**config.mk**
```make
export PLATFORM = sky130hd
export DESIGN_NAME = lcd3_top
export DESIGN_NICKNAME = d
export VERILOG_FILES = /design/src/lcd3_top.v /design/src/lcd3_subdiv.v
export VERILOG_INCLUDE_DIRS = /design/src
export SDC_FILE = /design/constraint.sdc
export NUM_CORES = 1
export LEC_CHECK = 0
export ABC_CLOCK_PERIOD_IN_PS = 2800
export BUFFER_PORTS_ARGS = -buffer_cell sky130_fd_sc_hd__buf_2
export CAP_MARGIN = 30
export CORE_MARGIN = 2
export CORE_UTILIZATION = 40
export CTS_CLUSTER_SIZE = 25
export DETAILED_ROUTE_END_ITERATION = 12
export SYNTH_ARGS = -nofsm -noshare
export SYNTH_HDL_FRONTEND = slang
export SYNTH_SLANG_ARGS = --single-unit
```
**constraint.sdc**
```tcl
create_clock -name mclk -period 2.8 [get_ports mclk]
set_input_delay 0.28 -clock mclk [delete_from_list [all_inputs] [get_ports mclk]]
set_output_delay 0.28 -clock mclk [all_outputs]
set_load 0.02 [all_outputs]
```
**src/lcd3_regs.vh**
```
// register map, field positions and reset values of the channel three divider
`ifndef LCD3_REGS_VH
`define LCD3_REGS_VH

// ==========================================================================
// register offsets (byte addresses on the plain register port)
// ==========================================================================
`define LCD3_ADDR_W          9
`define LCD3_OFS_PHASE       9'h19f
`define LCD3_OFS_COUNTS2     9'h1a0
`define LCD3_OFS_CTRL        9'h1a1
`define LCD3_OFS_DCC         9'h1a2
`define LCD3_OFS_STATUS      9'h1a3

// ==========================================================================
// reset values
// ==========================================================================
`define LCD3_RST_PHASE       8'h00
`define LCD3_RST_COUNTS2     8'h00
`define LCD3_RST_CTRL        8'h00
`define LCD3_RST_DCC         8'h00
`define LCD3_RST_COUNTS1     8'h00

// ==========================================================================
// field positions
// ==========================================================================
// nibble fields shared by the phase and count registers
`define LCD3_HI_NIB_MSB      7
`define LCD3_HI_NIB_LSB      4
`define LCD3_LO_NIB_MSB      3
`define LCD3_LO_NIB_LSB      0

// control register bits
`define LCD3_CTRL_BYP2       5
`define LCD3_CTRL_BYP1       4
`define LCD3_CTRL_NOSYNC     3
`define LCD3_CTRL_FORCE      2
`define LCD3_CTRL_START2     1
`define LCD3_CTRL_START1     0
`define LCD3_CTRL_MASK       8'h3f

// duty correction register
`define LCD3_DCC_OFF_BIT     0
`define LCD3_DCC_MASK        8'h01

// status register bits
`define LCD3_ST_SYNC_HELD    0
`define LCD3_ST_FORCED       1
`define LCD3_ST_DIV1_OUT     2
`define LCD3_ST_DIV2_OUT     3
`define LCD3_ST_CH_OUT       4
`define LCD3_ST_SYNC_SEEN    5

`endif

```
**src/lcd3_top.v**
```verilog
// channel three divider pair: registers, sync, force and cascade
//
// Strobed register access was left to the implementer.
`timescale 1ns/1ps
`include "lcd3_regs.vh"

module lcd3_top (
    mclk,
    sys_rst,
    tree_clk,
    sync_n,
    div1_low_cnt,
    div1_high_cnt,
    reg_addr,
    reg_wdata,
    reg_wr,
    reg_rd,
    reg_rdata_q,
    div1_out_q,
    ch_out_q,
    sync_held_q
);
    input  wire                    mclk;
    input  wire                    sys_rst;
    input  wire                    tree_clk;
    input  wire                    sync_n;
    input  wire [3:0]              div1_low_cnt;
    input  wire [3:0]              div1_high_cnt;
    input  wire [`LCD3_ADDR_W-1:0] reg_addr;
    input  wire [7:0]              reg_wdata;
    input  wire                    reg_wr;
    input  wire                    reg_rd;
    output reg  [7:0]              reg_rdata_q;
    output reg                     div1_out_q;
    output reg                     ch_out_q;
    output reg                     sync_held_q;

    // ======================================================================
    // register file
    // ======================================================================
    reg  [7:0] phase_q;
    reg  [7:0] counts2_q;
    reg  [7:0] ctrl_q;
    reg  [7:0] dcc_q;
    reg        sync_seen_q;

    // write decode; unmapped and read-only offsets drop the write
    always @(posedge mclk) begin
        if (sys_rst) begin
            phase_q   <= `LCD3_RST_PHASE;
            counts2_q <= `LCD3_RST_COUNTS2;
            ctrl_q    <= `LCD3_RST_CTRL;
            dcc_q     <= `LCD3_RST_DCC;
        end else if (reg_wr) begin
            case (reg_addr)
                `LCD3_OFS_PHASE: begin
                    phase_q <= reg_wdata;
                end
                `LCD3_OFS_COUNTS2: begin
                    counts2_q <= reg_wdata;
                end
                `LCD3_OFS_CTRL: begin
                    ctrl_q <= reg_wdata & `LCD3_CTRL_MASK;
                end
                `LCD3_OFS_DCC: begin
                    dcc_q <= reg_wdata & `LCD3_DCC_MASK;
                end
                default: begin
                    ctrl_q <= ctrl_q;
                end
            endcase
        end
    end

    // ======================================================================
    // field extraction
    // ======================================================================
    wire [3:0] phase2;
    wire [3:0] phase1;
    wire [3:0] low2;
    wire [3:0] high2;
    wire       byp2;
    wire       byp1;
    wire       nosync;
    wire       force_lvl;
    wire       start2;
    wire       start1;
    wire       dcc_en;

    assign phase2    = phase_q[`LCD3_HI_NIB_MSB:`LCD3_HI_NIB_LSB];
    assign phase1    = phase_q[`LCD3_LO_NIB_MSB:`LCD3_LO_NIB_LSB];
    assign low2      = counts2_q[`LCD3_HI_NIB_MSB:`LCD3_HI_NIB_LSB];
    assign high2     = counts2_q[`LCD3_LO_NIB_MSB:`LCD3_LO_NIB_LSB];
    assign byp2      = ctrl_q[`LCD3_CTRL_BYP2];
    assign byp1      = ctrl_q[`LCD3_CTRL_BYP1];
    assign nosync    = ctrl_q[`LCD3_CTRL_NOSYNC];
    assign force_lvl = ctrl_q[`LCD3_CTRL_FORCE];
    assign start2    = ctrl_q[`LCD3_CTRL_START2];
    assign start1    = ctrl_q[`LCD3_CTRL_START1];
    // duty correction is on while the disable bit is clear
    assign dcc_en    = ~dcc_q[`LCD3_DCC_OFF_BIT];

    // ======================================================================
    // chip sync handling
    // ======================================================================
    wire sync_hold;
    wire forced;

    // sync only reaches the dividers when not ignored
    assign sync_hold = ~sync_n & ~nosync;
    // force only bites with sync-ignore set; force alone does nothing
    assign forced    = nosync;

    // live hold flag and sticky record of any honoured sync
    always @(posedge mclk) begin
        if (sys_rst) begin
            sync_held_q <= 1'b0;
            sync_seen_q <= 1'b0;
        end else begin
            sync_held_q <= sync_hold;
            // set wins over the clear by a status read
            if (sync_hold) begin
                sync_seen_q <= 1'b1;
            end else if (reg_rd && reg_addr == `LCD3_OFS_STATUS) begin
                sync_seen_q <= 1'b0;
            end
        end
    end

    // ======================================================================
    // cascaded sub-dividers
    // ======================================================================
    wire div1_out;
    wire div2_out;

    // first stage runs off the distribution tree clock
    lcd3_subdiv u_div1 (
        .mclk       (mclk),
        .sys_rst    (sys_rst),
        .in_lvl     (tree_clk),
        .bypass     (byp1),
        .hold       (sync_hold),
        .start_high (start1),
        .phase      (phase1),
        .low_cnt    (div1_low_cnt),
        .high_cnt   (div1_high_cnt),
        .dcc_en     (dcc_en),
        .out_q      (div1_out)
    );

    // second stage is clocked by the first stage output
    lcd3_subdiv u_div2 (
        .mclk       (mclk),
        .sys_rst    (sys_rst),
        .in_lvl     (div1_out),
        .bypass     (byp2),
        .hold       (sync_hold),
        .start_high (start2),
        .phase      (phase2),
        .low_cnt    (low2),
        .high_cnt   (high2),
        .dcc_en     (dcc_en),
        .out_q      (div2_out)
    );

    // ======================================================================
    // output stage
    // ======================================================================
    // one flop after the mux keeps the pin glitch free on force changes
    always @(posedge mclk) begin
        if (sys_rst) begin
            ch_out_q   <= 1'b0;
            div1_out_q <= 1'b0;
        end else begin
            div1_out_q <= div1_out;
            if (forced) begin
                ch_out_q <= force_lvl;
            end else begin
                ch_out_q <= div2_out;
            end
        end
    end

    // ======================================================================
    // read path
    // ======================================================================
    reg [7:0] status;

    // status snapshot of the block's own state
    always @* begin
        status                      = 8'h00;
        status[`LCD3_ST_SYNC_HELD]  = sync_held_q;
        status[`LCD3_ST_FORCED]     = forced;
        status[`LCD3_ST_DIV1_OUT]   = div1_out;
        status[`LCD3_ST_DIV2_OUT]   = div2_out;
        status[`LCD3_ST_CH_OUT]     = ch_out_q;
        status[`LCD3_ST_SYNC_SEEN]  = sync_seen_q;
    end

    // read data stand for the cycle after the strobe only
    always @(posedge mclk) begin
        if (sys_rst) begin
            reg_rdata_q <= 8'h00;
        end else if (reg_rd) begin
            case (reg_addr)
                `LCD3_OFS_PHASE: begin
                    reg_rdata_q <= phase_q;
                end
                `LCD3_OFS_COUNTS2: begin
                    reg_rdata_q <= counts2_q;
                end
                `LCD3_OFS_CTRL: begin
                    reg_rdata_q <= ctrl_q;
                end
                `LCD3_OFS_DCC: begin
                    reg_rdata_q <= dcc_q;
                end
                `LCD3_OFS_STATUS: begin
                    reg_rdata_q <= status;
                end
                default: begin
                    reg_rdata_q <= 8'h00;
                end
            endcase
        end else begin
            reg_rdata_q <= 8'h00;
        end
    end

endmodule

```
**src/lcd3_subdiv.v**
```verilog
// one low/high sub-divider with bypass, start level, phase offset and dcc
`timescale 1ns/1ps

module lcd3_subdiv (
    mclk,
    sys_rst,
    in_lvl,
    bypass,
    hold,
    start_high,
    phase,
    low_cnt,
    high_cnt,
    dcc_en,
    out_q
);
    input  wire       mclk;
    input  wire       sys_rst;
    input  wire       in_lvl;
    input  wire       bypass;
    input  wire       hold;
    input  wire       start_high;
    input  wire [3:0] phase;
    input  wire [3:0] low_cnt;
    input  wire [3:0] high_cnt;
    input  wire       dcc_en;
    output reg        out_q;

    // ======================================================================
    // input edges
    // ======================================================================
    reg        in_prev_q;
    reg  [4:0] cnt_q;
    reg        wait_fall_q;
    wire       in_rise;
    wire       in_fall;
    wire       half_en;
    wire [4:0] first_load;

    assign in_rise = in_lvl & ~in_prev_q;
    assign in_fall = ~in_lvl & in_prev_q;

    // odd period: stretch high by half a cycle, trim low by half
    assign half_en = dcc_en & (low_cnt[0] ^ high_cnt[0]);

    // first phase also carries the offset delay
    assign first_load = (start_high ? {1'b0, high_cnt} : {1'b0, low_cnt})
                      + {1'b0, phase};

    // ======================================================================
    // divider state
    // ======================================================================
    // counter holds cycles remaining minus one, so a zero field is one cycle
    always @(posedge mclk) begin
        if (sys_rst) begin
            in_prev_q   <= 1'b0;
            out_q       <= 1'b0;
            cnt_q       <= 5'h00;
            wait_fall_q <= 1'b0;
        end else begin
            in_prev_q <= in_lvl;
            if (bypass) begin
                // counter cleared to zero, clock passed through
                out_q       <= in_lvl;
                cnt_q       <= 5'h00;
                wait_fall_q <= 1'b0;
            end else if (hold) begin
                out_q       <= start_high;
                cnt_q       <= first_load;
                wait_fall_q <= 1'b0;
            end else if (wait_fall_q) begin
                if (in_fall) begin
                    out_q       <= 1'b0;
                    cnt_q       <= {1'b0, low_cnt};
                    wait_fall_q <= 1'b0;
                end
            end else if (in_rise) begin
                if (cnt_q == 5'h00) begin
                    if (out_q && half_en) begin
                        wait_fall_q <= 1'b1;
                    end else begin
                        out_q <= ~out_q;
                        cnt_q <= out_q ? {1'b0, low_cnt}
                                       : {1'b0, high_cnt};
                    end
                end else begin
                    cnt_q <= cnt_q - 5'h01;
                end
            end
        end
    end

endmodule

```
Word level (Yosys, flattened, before mapping)
Index checks and enable logic that the tools add are counted.
Widths: inputs -> output; s select.
{"block": "classes", "n_eq_ne": 13, "bitwise_logic": 18, "reduce_logical": 25, "addsub": 4, "muxes": 44}
{"operator": "$mux 5", "count": 12}
{"operator": "$eq 9x9->1 const B", "count": 5}
{"operator": "$pmux 8 s5", "count": 1}
{"operator": "$mux 1", "count": 27}
{"operator": "$mux 4", "count": 4}
{"operator": "$ne 4x3->1 const B", "count": 4}
{"operator": "$reduce_bool 4->1", "count": 4}
{"operator": "$add 5x4->5", "count": 2}
{"operator": "$logic_not 5->1", "count": 2}
{"operator": "$sub 5x1->5 const B", "count": 2}
{"operator": "$not 1->1", "count": 9}
{"operator": "$ne 4x4->1 const B", "count": 2}
{"operator": "$reduce_and 2->1", "count": 4}
{"operator": "$reduce_and 4->1", "count": 2}
{"operator": "$and 1x1->1", "count": 7}
{"operator": "$ne 3x3->1 const B", "count": 2}
{"operator": "$reduce_and 3->1", "count": 2}
{"operator": "$reduce_bool 3->1", "count": 2}
{"operator": "$reduce_or 2->1", "count": 3}
{"operator": "$reduce_or 3->1", "count": 2}
{"operator": "$logic_and 1x1->1", "count": 3}
{"operator": "$reduce_bool 2->1", "count": 1}
{"operator": "$xor 1x1->1", "count": 2}
{"block": "totals", "wordCells": 120, "input_bits": 31, "regBits": 50}

Depth between registers and ports, before layout
Gate-level depths: netlist of the first run.
{"block": "logic_depth", "ltp_word": 9, "mapped_depth": 11}

Hierarchy
Synthesis of the first run repeated with hierarchy kept, for this count alone.
{"block": "unflattened", "cells_unflattened": 343, "hier_area_um2": 3118.0}
{"mod": "lcd3_subdiv", "area_each_um2": 830.8, "instances": 2, "cells_each": 98}
{"mod": "lcd3_top", "area_each_um2": 1456.4, "instances": 1, "cells_each": 147}

Worst setup path after synthesis of the first run
Ideal clock, no wire load.
{"block": "synth_timing", "kind": "reg-to-reg", "start": "register ctrl_q[1]", "end": "register u_div2.cnt_q[2]", "path_stages_with_launch": 12, "n_path_buf": 1, "t_arrival_ps": 1896, "path_slack_ps": 782, "setup_time_ps": 122, "t_required_ps": 2678, "cell_sequence": "dfxtp_1 -> clkbuf_1 -> nand2_1 -> o21ai_0 -> ha_1 -> inv_1 -> fa_1 -> nor2b_1 -> nor3_1 -> a311oi_1 -> o21ai_0 -> o311a_1"}
{"block": "synth_between", "elab_chain_cells": 3}
{"item": "from (decl)", "line_no": "lcd3_top.v:43", "source": "reg [7:0] ctrl_q;"}
{"item": "from (signal assigned)", "line_no": "lcd3_top.v:52", "source": "ctrl_q <= `LCD3_RST_CTRL;"}
{"item": "from (signal assigned)", "line_no": "lcd3_top.v:63", "source": "ctrl_q <= reg_wdata & `LCD3_CTRL_MASK;"}
{"item": "from (signal assigned)", "line_no": "lcd3_top.v:69", "source": "ctrl_q <= ctrl_q;"}
{"item": "$mux 4", "line_no": "lcd3_subdiv.v:47", "source": "assign first_load = (start_high ? {1'b0, high_cnt} : {1'b0, low_cnt})"}
{"item": "$add 5x4->5", "line_no": "lcd3_subdiv.v:48", "source": "+ {1'b0, phase};"}
{"item": "$mux 5", "line_no": "lcd3_subdiv.v:67", "source": "end else if (hold) begin"}
{"item": "to (signal assigned)", "line_no": "lcd3_subdiv.v:69", "source": "cnt_q <= first_load;"}
{"item": "to (signal assigned)", "line_no": "lcd3_subdiv.v:74", "source": "cnt_q <= {1'b0, low_cnt};"}
{"item": "to (signal assigned)", "line_no": "lcd3_subdiv.v:83", "source": "cnt_q <= out_q ? {1'b0, low_cnt}"}
{"item": "to (decl)", "line_no": "lcd3_subdiv.v:33", "source": "reg [4:0] cnt_q;"}
Every way passes these cells.
A chain may end at the register's enable or synchronous reset.

Worst setup path in the final report of the first run
Same ends and word-level chain as after synthesis.

==> results of run 1 <==
## worst paths after layout
kind / startpoint / cells after the start / end / slack, ps
setup / recovery: ctrl_q[1]$_SDFFE_PP0P_ / 10 / u_div2.cnt_q[2]$_SDFFE_PP0P_ / 690
hold reg to reg: sync_seen_q$_SDFFE_PP0P_ / 2 / sync_seen_q$_SDFFE_PP0P_ / 510
setup reg to reg: ctrl_q[1]$_SDFFE_PP0P_ / 10 / u_div2.cnt_q[2]$_SDFFE_PP0P_ / 690
hold / removal: reg_wdata[7] / 3 / counts2_q[7]$_SDFFE_PP0P_ / 210
## registers in the layout, indices dropped and copies added, names as in the netlist
register	cells
counts2_q	8
phase_q	8
reg_rdata_q	8
ctrl_q	6
u_div1.cnt_q	5
u_div2.cnt_q	5
ch_out_q	1
dcc_q	1
sync_held_q	1
sync_seen_q	1
u_div1.in_prev_q	1
u_div1.out_q	1
u_div1.wait_fall_q	1
u_div2.in_prev_q	1
u_div2.out_q	1
u_div2.wait_fall_q	1
## worst max-delay path, cell delays in order (launching register included)
cell	delay (ps)
sky130_fd_sc_hd__dfxtp_1	520
sky130_fd_sc_hd__nand2_1	90
sky130_fd_sc_hd__o21ai_0	80
sky130_fd_sc_hd__ha_1	190
sky130_fd_sc_hd__inv_1	60
sky130_fd_sc_hd__fa_1	370
sky130_fd_sc_hd__nor2b_1	150
sky130_fd_sc_hd__nor3_1	70
sky130_fd_sc_hd__a311oi_1	230
sky130_fd_sc_hd__o21ai_0	120
sky130_fd_sc_hd__o311a_1	150
## cell usage after synthesis (5+ instances only)
library cell               number
sky130_fd_sc_hd__clkbuf_1      12
sky130_fd_sc_hd__ha_1          10
sky130_fd_sc_hd__a21oi_1       23
sky130_fd_sc_hd__a22o_1         5
sky130_fd_sc_hd__nor3_1         9
sky130_fd_sc_hd__xnor2_1        6
sky130_fd_sc_hd__o31ai_1        5
sky130_fd_sc_hd__inv_1         17
sky130_fd_sc_hd__nand2b_1       6
sky130_fd_sc_hd__a222oi_1       5
sky130_fd_sc_hd__dfxtp_1       50
sky130_fd_sc_hd__nand2_1        7
sky130_fd_sc_hd__o21ai_0       13
sky130_fd_sc_hd__mux2i_1       26
sky130_fd_sc_hd__nor2_1        49
sky130_fd_sc_hd__mux2_2         5
sky130_fd_sc_hd__nor2b_1        7
## power breakdown
| group | internal, mW | total [mW] | switching [mW] |
|---|---|---|---|
| sequential | 0.727 | 0.751 | 0.0239 |
| clock | 0.273 | 0.544 | 0.271 |
| combinational | 0.0931 | 0.207 | 0.114 |
## cell families after synthesis
group / count (synthesis) / synth area share
and+or+nand+nor: 104 / 0.2011
muxes: 32 / 0.1170
adders and majority gates: 12 / 0.05697
buffers and inverters: 32 / 0.05179
DFF: 50 / 0.3453
xor gates and xnor gates: 7 / 0.02115
AOI/OAI and AO/OA: 85 / 0.2067
## metrics by stage
step | hold slack (ps) | instances | power [mW] | utilization
after floorplan | 363.2 | 322 | 0.9099 | -
after global placement | 472.3 | 449 | 0.9737 | 0.4423
after detailed placement | 492.5 | 449 | 0.9745 | 0.4423
after CTS | 204.4 | 457 | 1.516 | 0.4588
after global routing | 225.4 | 457 | 1.579 | 0.4588
final | 205.2 | 457 | 1.502 | 0.4588
## layer usage
metal	routed length (µm)	up-vias	GRT usage
li1	-	1247	-
met3	225	7	0.02862
met1	3449	1249	0.2760
met5	0	-	0
met4	75	0	0.05834
met2	3480	45	0.3192
## cell type report
type / instances / area, µm²
Fill cell: 775 / 3862
Multi-Input combinational cell: 240 / 1748
Sequential cell: 50 / 1001
Timing Repair Buffer: 43 / 220.2
Tap cell: 99 / 123.9
Clock buffer: 5 / 68.82
Inverter: 17 / 63.81
Clock inverter: 3 / 48.80
==> qor.log, run 1 <==
[layout] most frequent cells in the layout 50 x sky130_fd_sc_hd__dfxtp_1, 49 x sky130_fd_sc_hd__nor2_1, 41 x sky130_fd_sc_hd__buf_2, 26 x sky130_fd_sc_hd__mux2i_1, 23 x sky130_fd_sc_hd__a21oi_1
[power] maximum ir drop on the vdd rail 0.2149 mV
[grt] pin count of the biggest net entering global routing 35
[cts] Clock Path Buffers 2
[timing] unrepaired setup endpoints after global routing no
[floorplan] Core Region 7137 µm²
[place] placed cell area 3157 µm²
[layout] final cell area excluding filler cells 3274 µm²
[worst_hold_path] Tightest Hold Check Type input port to flip-flop
[cts] number of CTS-inserted buffers 5
[cts] clock net sink count 50
[yosys] synth warn 0
[timing] post-route worst setup slack 685.6 ps
[yosys] area of the mapped netlist 2899 µm²
[floorplan] initial core utilization 0.4062
[timing] setup-violating endpoint count in the final report 0
[cts] register clock-pin slew on the reported worst setup and hold paths 100 ps
[place] final estimated routing congestion in global placement 0.9024
[yosys] library cells used by synthesis 56
[place] HPWL after detailed placement 5378 µm
[timing] slew margin rel. 0.5553
[timing] worst-case clock skew 4.849 ps
[yosys] number of cells produced by synthesis 322
[layout] final net count 400
[cts] Post-CTS Hold Buffers 0
[floorplan] placement row count 31
[yosys] largest cells by area after synthesis sky130_fd_sc_hd__dfxtp_1 35%, sky130_fd_sc_hd__mux2i_1 9.0%, sky130_fd_sc_hd__nor2_1 6.3%
[layout] diodes inserted 0
[power] cell area power density 458.6 nW/µm²
[cts] Root Driver sky130_fd_sc_hd__clkbuf_8
[setup_path] maximum fanout count along the critical path 9
[power] leakage power 1.453 nW
[route] Post-DRT Antenna Nets 0
[floorplan] die outline area 7944 µm²
[yosys] synthesized area per cell 9.003 µm²
[run_status] run status complete, no violations
[yosys] Synth area leader sky130_fd_sc_hd__dfxtp_1
[layout] area grow syn2layout 12.95%
[route] number of search-and-repair iterations in the first detailed-routing pass 5
[timing] max-slew violation count 0
[grt] initial antenna violation count 0
[cts] post-cts resize count 0
[place] number of port buffers 41
[route] via density per instance 5.575
[cts] Clock H-tree levels 2
[setup_path] critical setup path kind flip-flop to flip-flop
[floorplan] vertical die dimension 89.13 µm
[setup_path] required time at the worst-slack endpoint 3010 ps
[yosys] most common flop cell mapped by yosys sky130_fd_sc_hd__dfxtp_1
[cts] Setup Buffers After CTS 0
[route] via count of the routed design 2548
[grt] number of global-route vias before repair 2411
[grt] gr usage total 0.1982
[grt] total gr overflow 0
[timing] slew at the pin closest to its max-slew limit 667.0 ps
[setup_path] Crit path arrival time 2320 ps
[yosys] number of enable-type register cells in the synthesized netlist 0
[floorplan] ports placed on the boundary 42
[yosys] area share of the leading cell type in the synthesized netlist 0.3453
[yosys] post-synth net total 365
[timing] post-route fraction of the period consumed by the critical path 0.7551
[setup_path] nature of the critical path endpoint flip-flop
[cts] Clock Latency Late Sink 310 ps
[grt] global-route wire length before repair 12080 µm
[timing] top achievable clock speed 472.9 MHz
[layout] commonest non-fill, non-tap cell in the layout sky130_fd_sc_hd__dfxtp_1
[route] Avg WL per Cell 15.82 µm
[setup_path] launching element type of the critical path flip-flop
[yosys] async set-or-reset flop fraction in the synthesized netlist 0
[yosys] portion of the post-synthesis area used by sequential elements 0.3453
[route] number of DRC markers in iteration 0 184
[yosys] flip-flop and latch count after synthesis 50
[timing] minimum clock period after layout 2114 ps
[flow_run] MaxCap Viol Count 0
[place] Worst Setup Slack post-DPL 717.7 ps
[route] remaining routing DRC violations 0
[route] aggregate routed wire length 7230 µm
[timing] total count of hold-check failures in the final report 0
[timing] Setup TNS 0 ps
[cts] CTS tree yes
[layout] fraction of final layout cells with drive strength greater than 1 0.1955
[floorplan] width of the chip 89.13 µm
(Power assumes the default switching activity.)
==> inputs of run 2 (changes only) <==
--- a/config.mk
+++ b/config.mk
@@ -6,7 +6,7 @@
 export SDC_FILE = /design/constraint.sdc
 export NUM_CORES = 1
 export LEC_CHECK = 0
-export ABC_CLOCK_PERIOD_IN_PS = 2800
+export ABC_CLOCK_PERIOD_IN_PS = 2100
 export BUFFER_PORTS_ARGS = -buffer_cell sky130_fd_sc_hd__buf_2
 export CAP_MARGIN = 30
 export CORE_MARGIN = 2
==> constraint.sdc (replaced) <==
create_clock -name mclk -period 2.1 [get_ports mclk]
set_input_delay 0.21 -clock mclk [delete_from_list [all_inputs] [get_ports mclk]]
set_output_delay 0.21 -clock mclk [all_outputs]
set_load 0.02 [all_outputs]
==> qor.log, run 2 (synthesis results as in run 1) <==
[setup_path] Crit path top cell by count sky130_fd_sc_hd__inv_1
[worst_hold_path] Tightest Hold Check Type input port to flip-flop
[timing] Setup TNS 0 ps
[route] Avg WL per Cell 15.92 µm
[cts] register clock-pin slew on the reported worst setup and hold paths 100 ps
[floorplan] placement row count 31
[timing] unrepaired setup endpoints after global routing no
[setup_path] critical setup path kind flip-flop to flip-flop
[grt] total gr overflow 0
[grt] initial antenna violation count 0
[route] number of search-and-repair iterations in the first detailed-routing pass 5
[route] via density per instance 5.548
[timing] worst hold slack 138.7 ps
[timing] setup-violating endpoint count in the final report 0
[flow_run] MaxCap Viol Count 0
[cts] Root Driver sky130_fd_sc_hd__clkbuf_8
[setup_path] Crit path arrival time 2240 ps
[timing] total count of hold-check failures in the final report 0
[timing] worst-case clock skew 8.233 ps
[cts] Clock Latency Late Sink 310 ps
[layout] Sequential Area 1006 µm²
[layout] commonest non-fill, non-tap cell in the layout sky130_fd_sc_hd__nor2_1
[floorplan] Core Region 7137 µm²
[layout] Largest regs counts2_q: 8 flops, phase_q: 8 flops, reg_rdata_q: 8 flops
[setup_path] required time at the worst-slack endpoint 2310 ps
[layout] number of inserted filler cells in the final layout 741
[setup_path] Crit-path slowest cell sky130_fd_sc_hd__fa_1
[floorplan] width of the chip 89.13 µm
[cts] Post-CTS Hold Buffers 0
[grt] pin count of the biggest net entering global routing 20
[power] cell area power density 589.9 nW/µm²
[cts] clock net sink count 50
[floorplan] ports placed on the boundary 42
[layout] most frequent cells in the layout 49 x sky130_fd_sc_hd__nor2_1, 48 x sky130_fd_sc_hd__dfxtp_1, 41 x sky130_fd_sc_hd__buf_2, 25 x sky130_fd_sc_hd__mux2i_1, 22 x sky130_fd_sc_hd__a21oi_1
[layout] final cell area excluding filler cells 3448 µm²
[floorplan] die outline area 7944 µm²
[timing] post-route fraction of the period consumed by the critical path 0.9638
[cts] number of CTS-inserted buffers 5
[power] leakage power 1.555 nW
[floorplan] initial core utilization 0.4062
[power] maximum ir drop on the vdd rail 0.2767 mV
[setup_path] nature of the critical path endpoint flip-flop
[grt] gr usage total 0.2005
[place] placed cell area 3284 µm²
[layout] footprint of the multi-input gates 1774 µm²
[cts] Clock H-tree levels 2
[setup_path] crit-path max cell delay 390 ps
[setup_path] maximum fanout count along the critical path 2
[route] via count of the routed design 2641
[cts] Clock Path Buffers 2
[timing] top achievable clock speed 494.1 MHz
[setup_path] cells traversed along the worst timing path inv_1, o21ai_2, ha_2, inv_1, fa_1, nor2b_1, nor3_1, a311oi_1, o21ai_1, o311a_1
[layout] area grow syn2layout 18.95%
[layout] fraction of final layout cells with drive strength greater than 1 0.2599
[grt] global-route wire length before repair 12260 µm
[timing] max-slew violation count 0
[route] aggregate routed wire length 7579 µm
[floorplan] vertical die dimension 89.13 µm
[route] remaining routing DRC violations 0
[cts] CTS tree yes
[timing] slew margin rel. 0.6073
[place] HPWL after detailed placement 5791 µm
[place] final estimated routing congestion in global placement 0.8703
[timing] minimum clock period after layout 2024 ps
[timing] slew at the pin closest to its max-slew limit 588.4 ps
[route] Post-DRT Antenna Nets 0
[place] number of port buffers 41
[setup_path] launching element type of the critical path flip-flop
[run_status] run status complete, no violations
[layout] diodes inserted 0
[grt] number of global-route vias before repair 2494
[route] number of DRC markers in iteration 0 119
[layout] final net count 419
-- run 2: cell count changes in the layout (fill, tap and decap cells not counted), sizes merged --
cell	before	now
buf	43	62
-- run 2: final timing paths --
check	cells after the start	endpoint	slack, ps	from
worst max-delay path	10	u_div2.cnt_q[2]$_SDFFE_PP0P_	80	counts2_q[4]$_SDFFE_PP0P_
worst min-delay path	3	phase_q[7]$_SDFFE_PP0P_	140	reg_wdata[7]
worst max register to register	10	u_div2.cnt_q[2]$_SDFFE_PP0P_	80	counts2_q[4]$_SDFFE_PP0P_
worst min register to register	2	sync_seen_q$_SDFFE_PP0P_	510	sync_seen_q$_SDFFE_PP0P_
-- run 2: layout make-up --
| type | instances | share of cell area |
|---|---|---|
| clock inverter | 3 | 0.01415 |
| clock buffer | 5 | 0.01996 |
| multi-input combinational | 240 | 0.5145 |
| inverter | 17 | 0.01851 |
| sequential | 50 | 0.2917 |
| tap | 99 | 0.03592 |
| timing repair buffer | 62 | 0.1052 |
-- run 2: through the flow --
stage | instances | worst slack, ps | total power [mW] | util
after CTS | 474 | 22.97 | 2.034 | 0.4769
after global placement | 466 | 114.1 | 1.323 | 0.4602
after detailed placement | 466 | 12.35 | 1.322 | 0.4602
after global routing | 476 | 10.89 | 2.115 | 0.4832
final | 476 | 76.09 | 2.034 | 0.4832
after floorplan | 322 | 81.95 | 1.213 | -
-- run 2: critical path, delay by kind of cell (launching register included) --
kind | cells | cell delay [ps]
buffers and inverters | 2 | 130
AND/OR/NAND/NOR | 2 | 240
adder cells (fa/ha/maj) | 2 | 590
flip-flops | 1 | 340
AO/OA/AOI/OAI | 4 | 640
-- run 2: power by group --
| part | internal (mW) | total (mW) | switching (mW) | leakage (nW) |
|---|---|---|---|---|
| Sequential | 0.968 | 0.992 | 0.0234 | 0.407 |
| Combinational | 0.149 | 0.324 | 0.174 | 1.09 |
| Clock | 0.363 | 0.719 | 0.356 | 0.0563 |
| Total | 1.48 | 2.03 | 0.553 | 1.56 |
-- run 2: what timing repair did --
action                     4_1_cts  5_1_grt
hold endpoints to repair         0        0
pin swaps                        0        1
setup buffers                    0        2
setup endpoints to repair        1        9
resized for setup                1       11
gates cloned                     0        0
-- run 2: routing by layer --
metal	global-route usage	routed length [µm]
met1	0.2677	3462
met2	0.3387	3724
met3	0.03047	309
met4	0.05292	83
met5	0	0
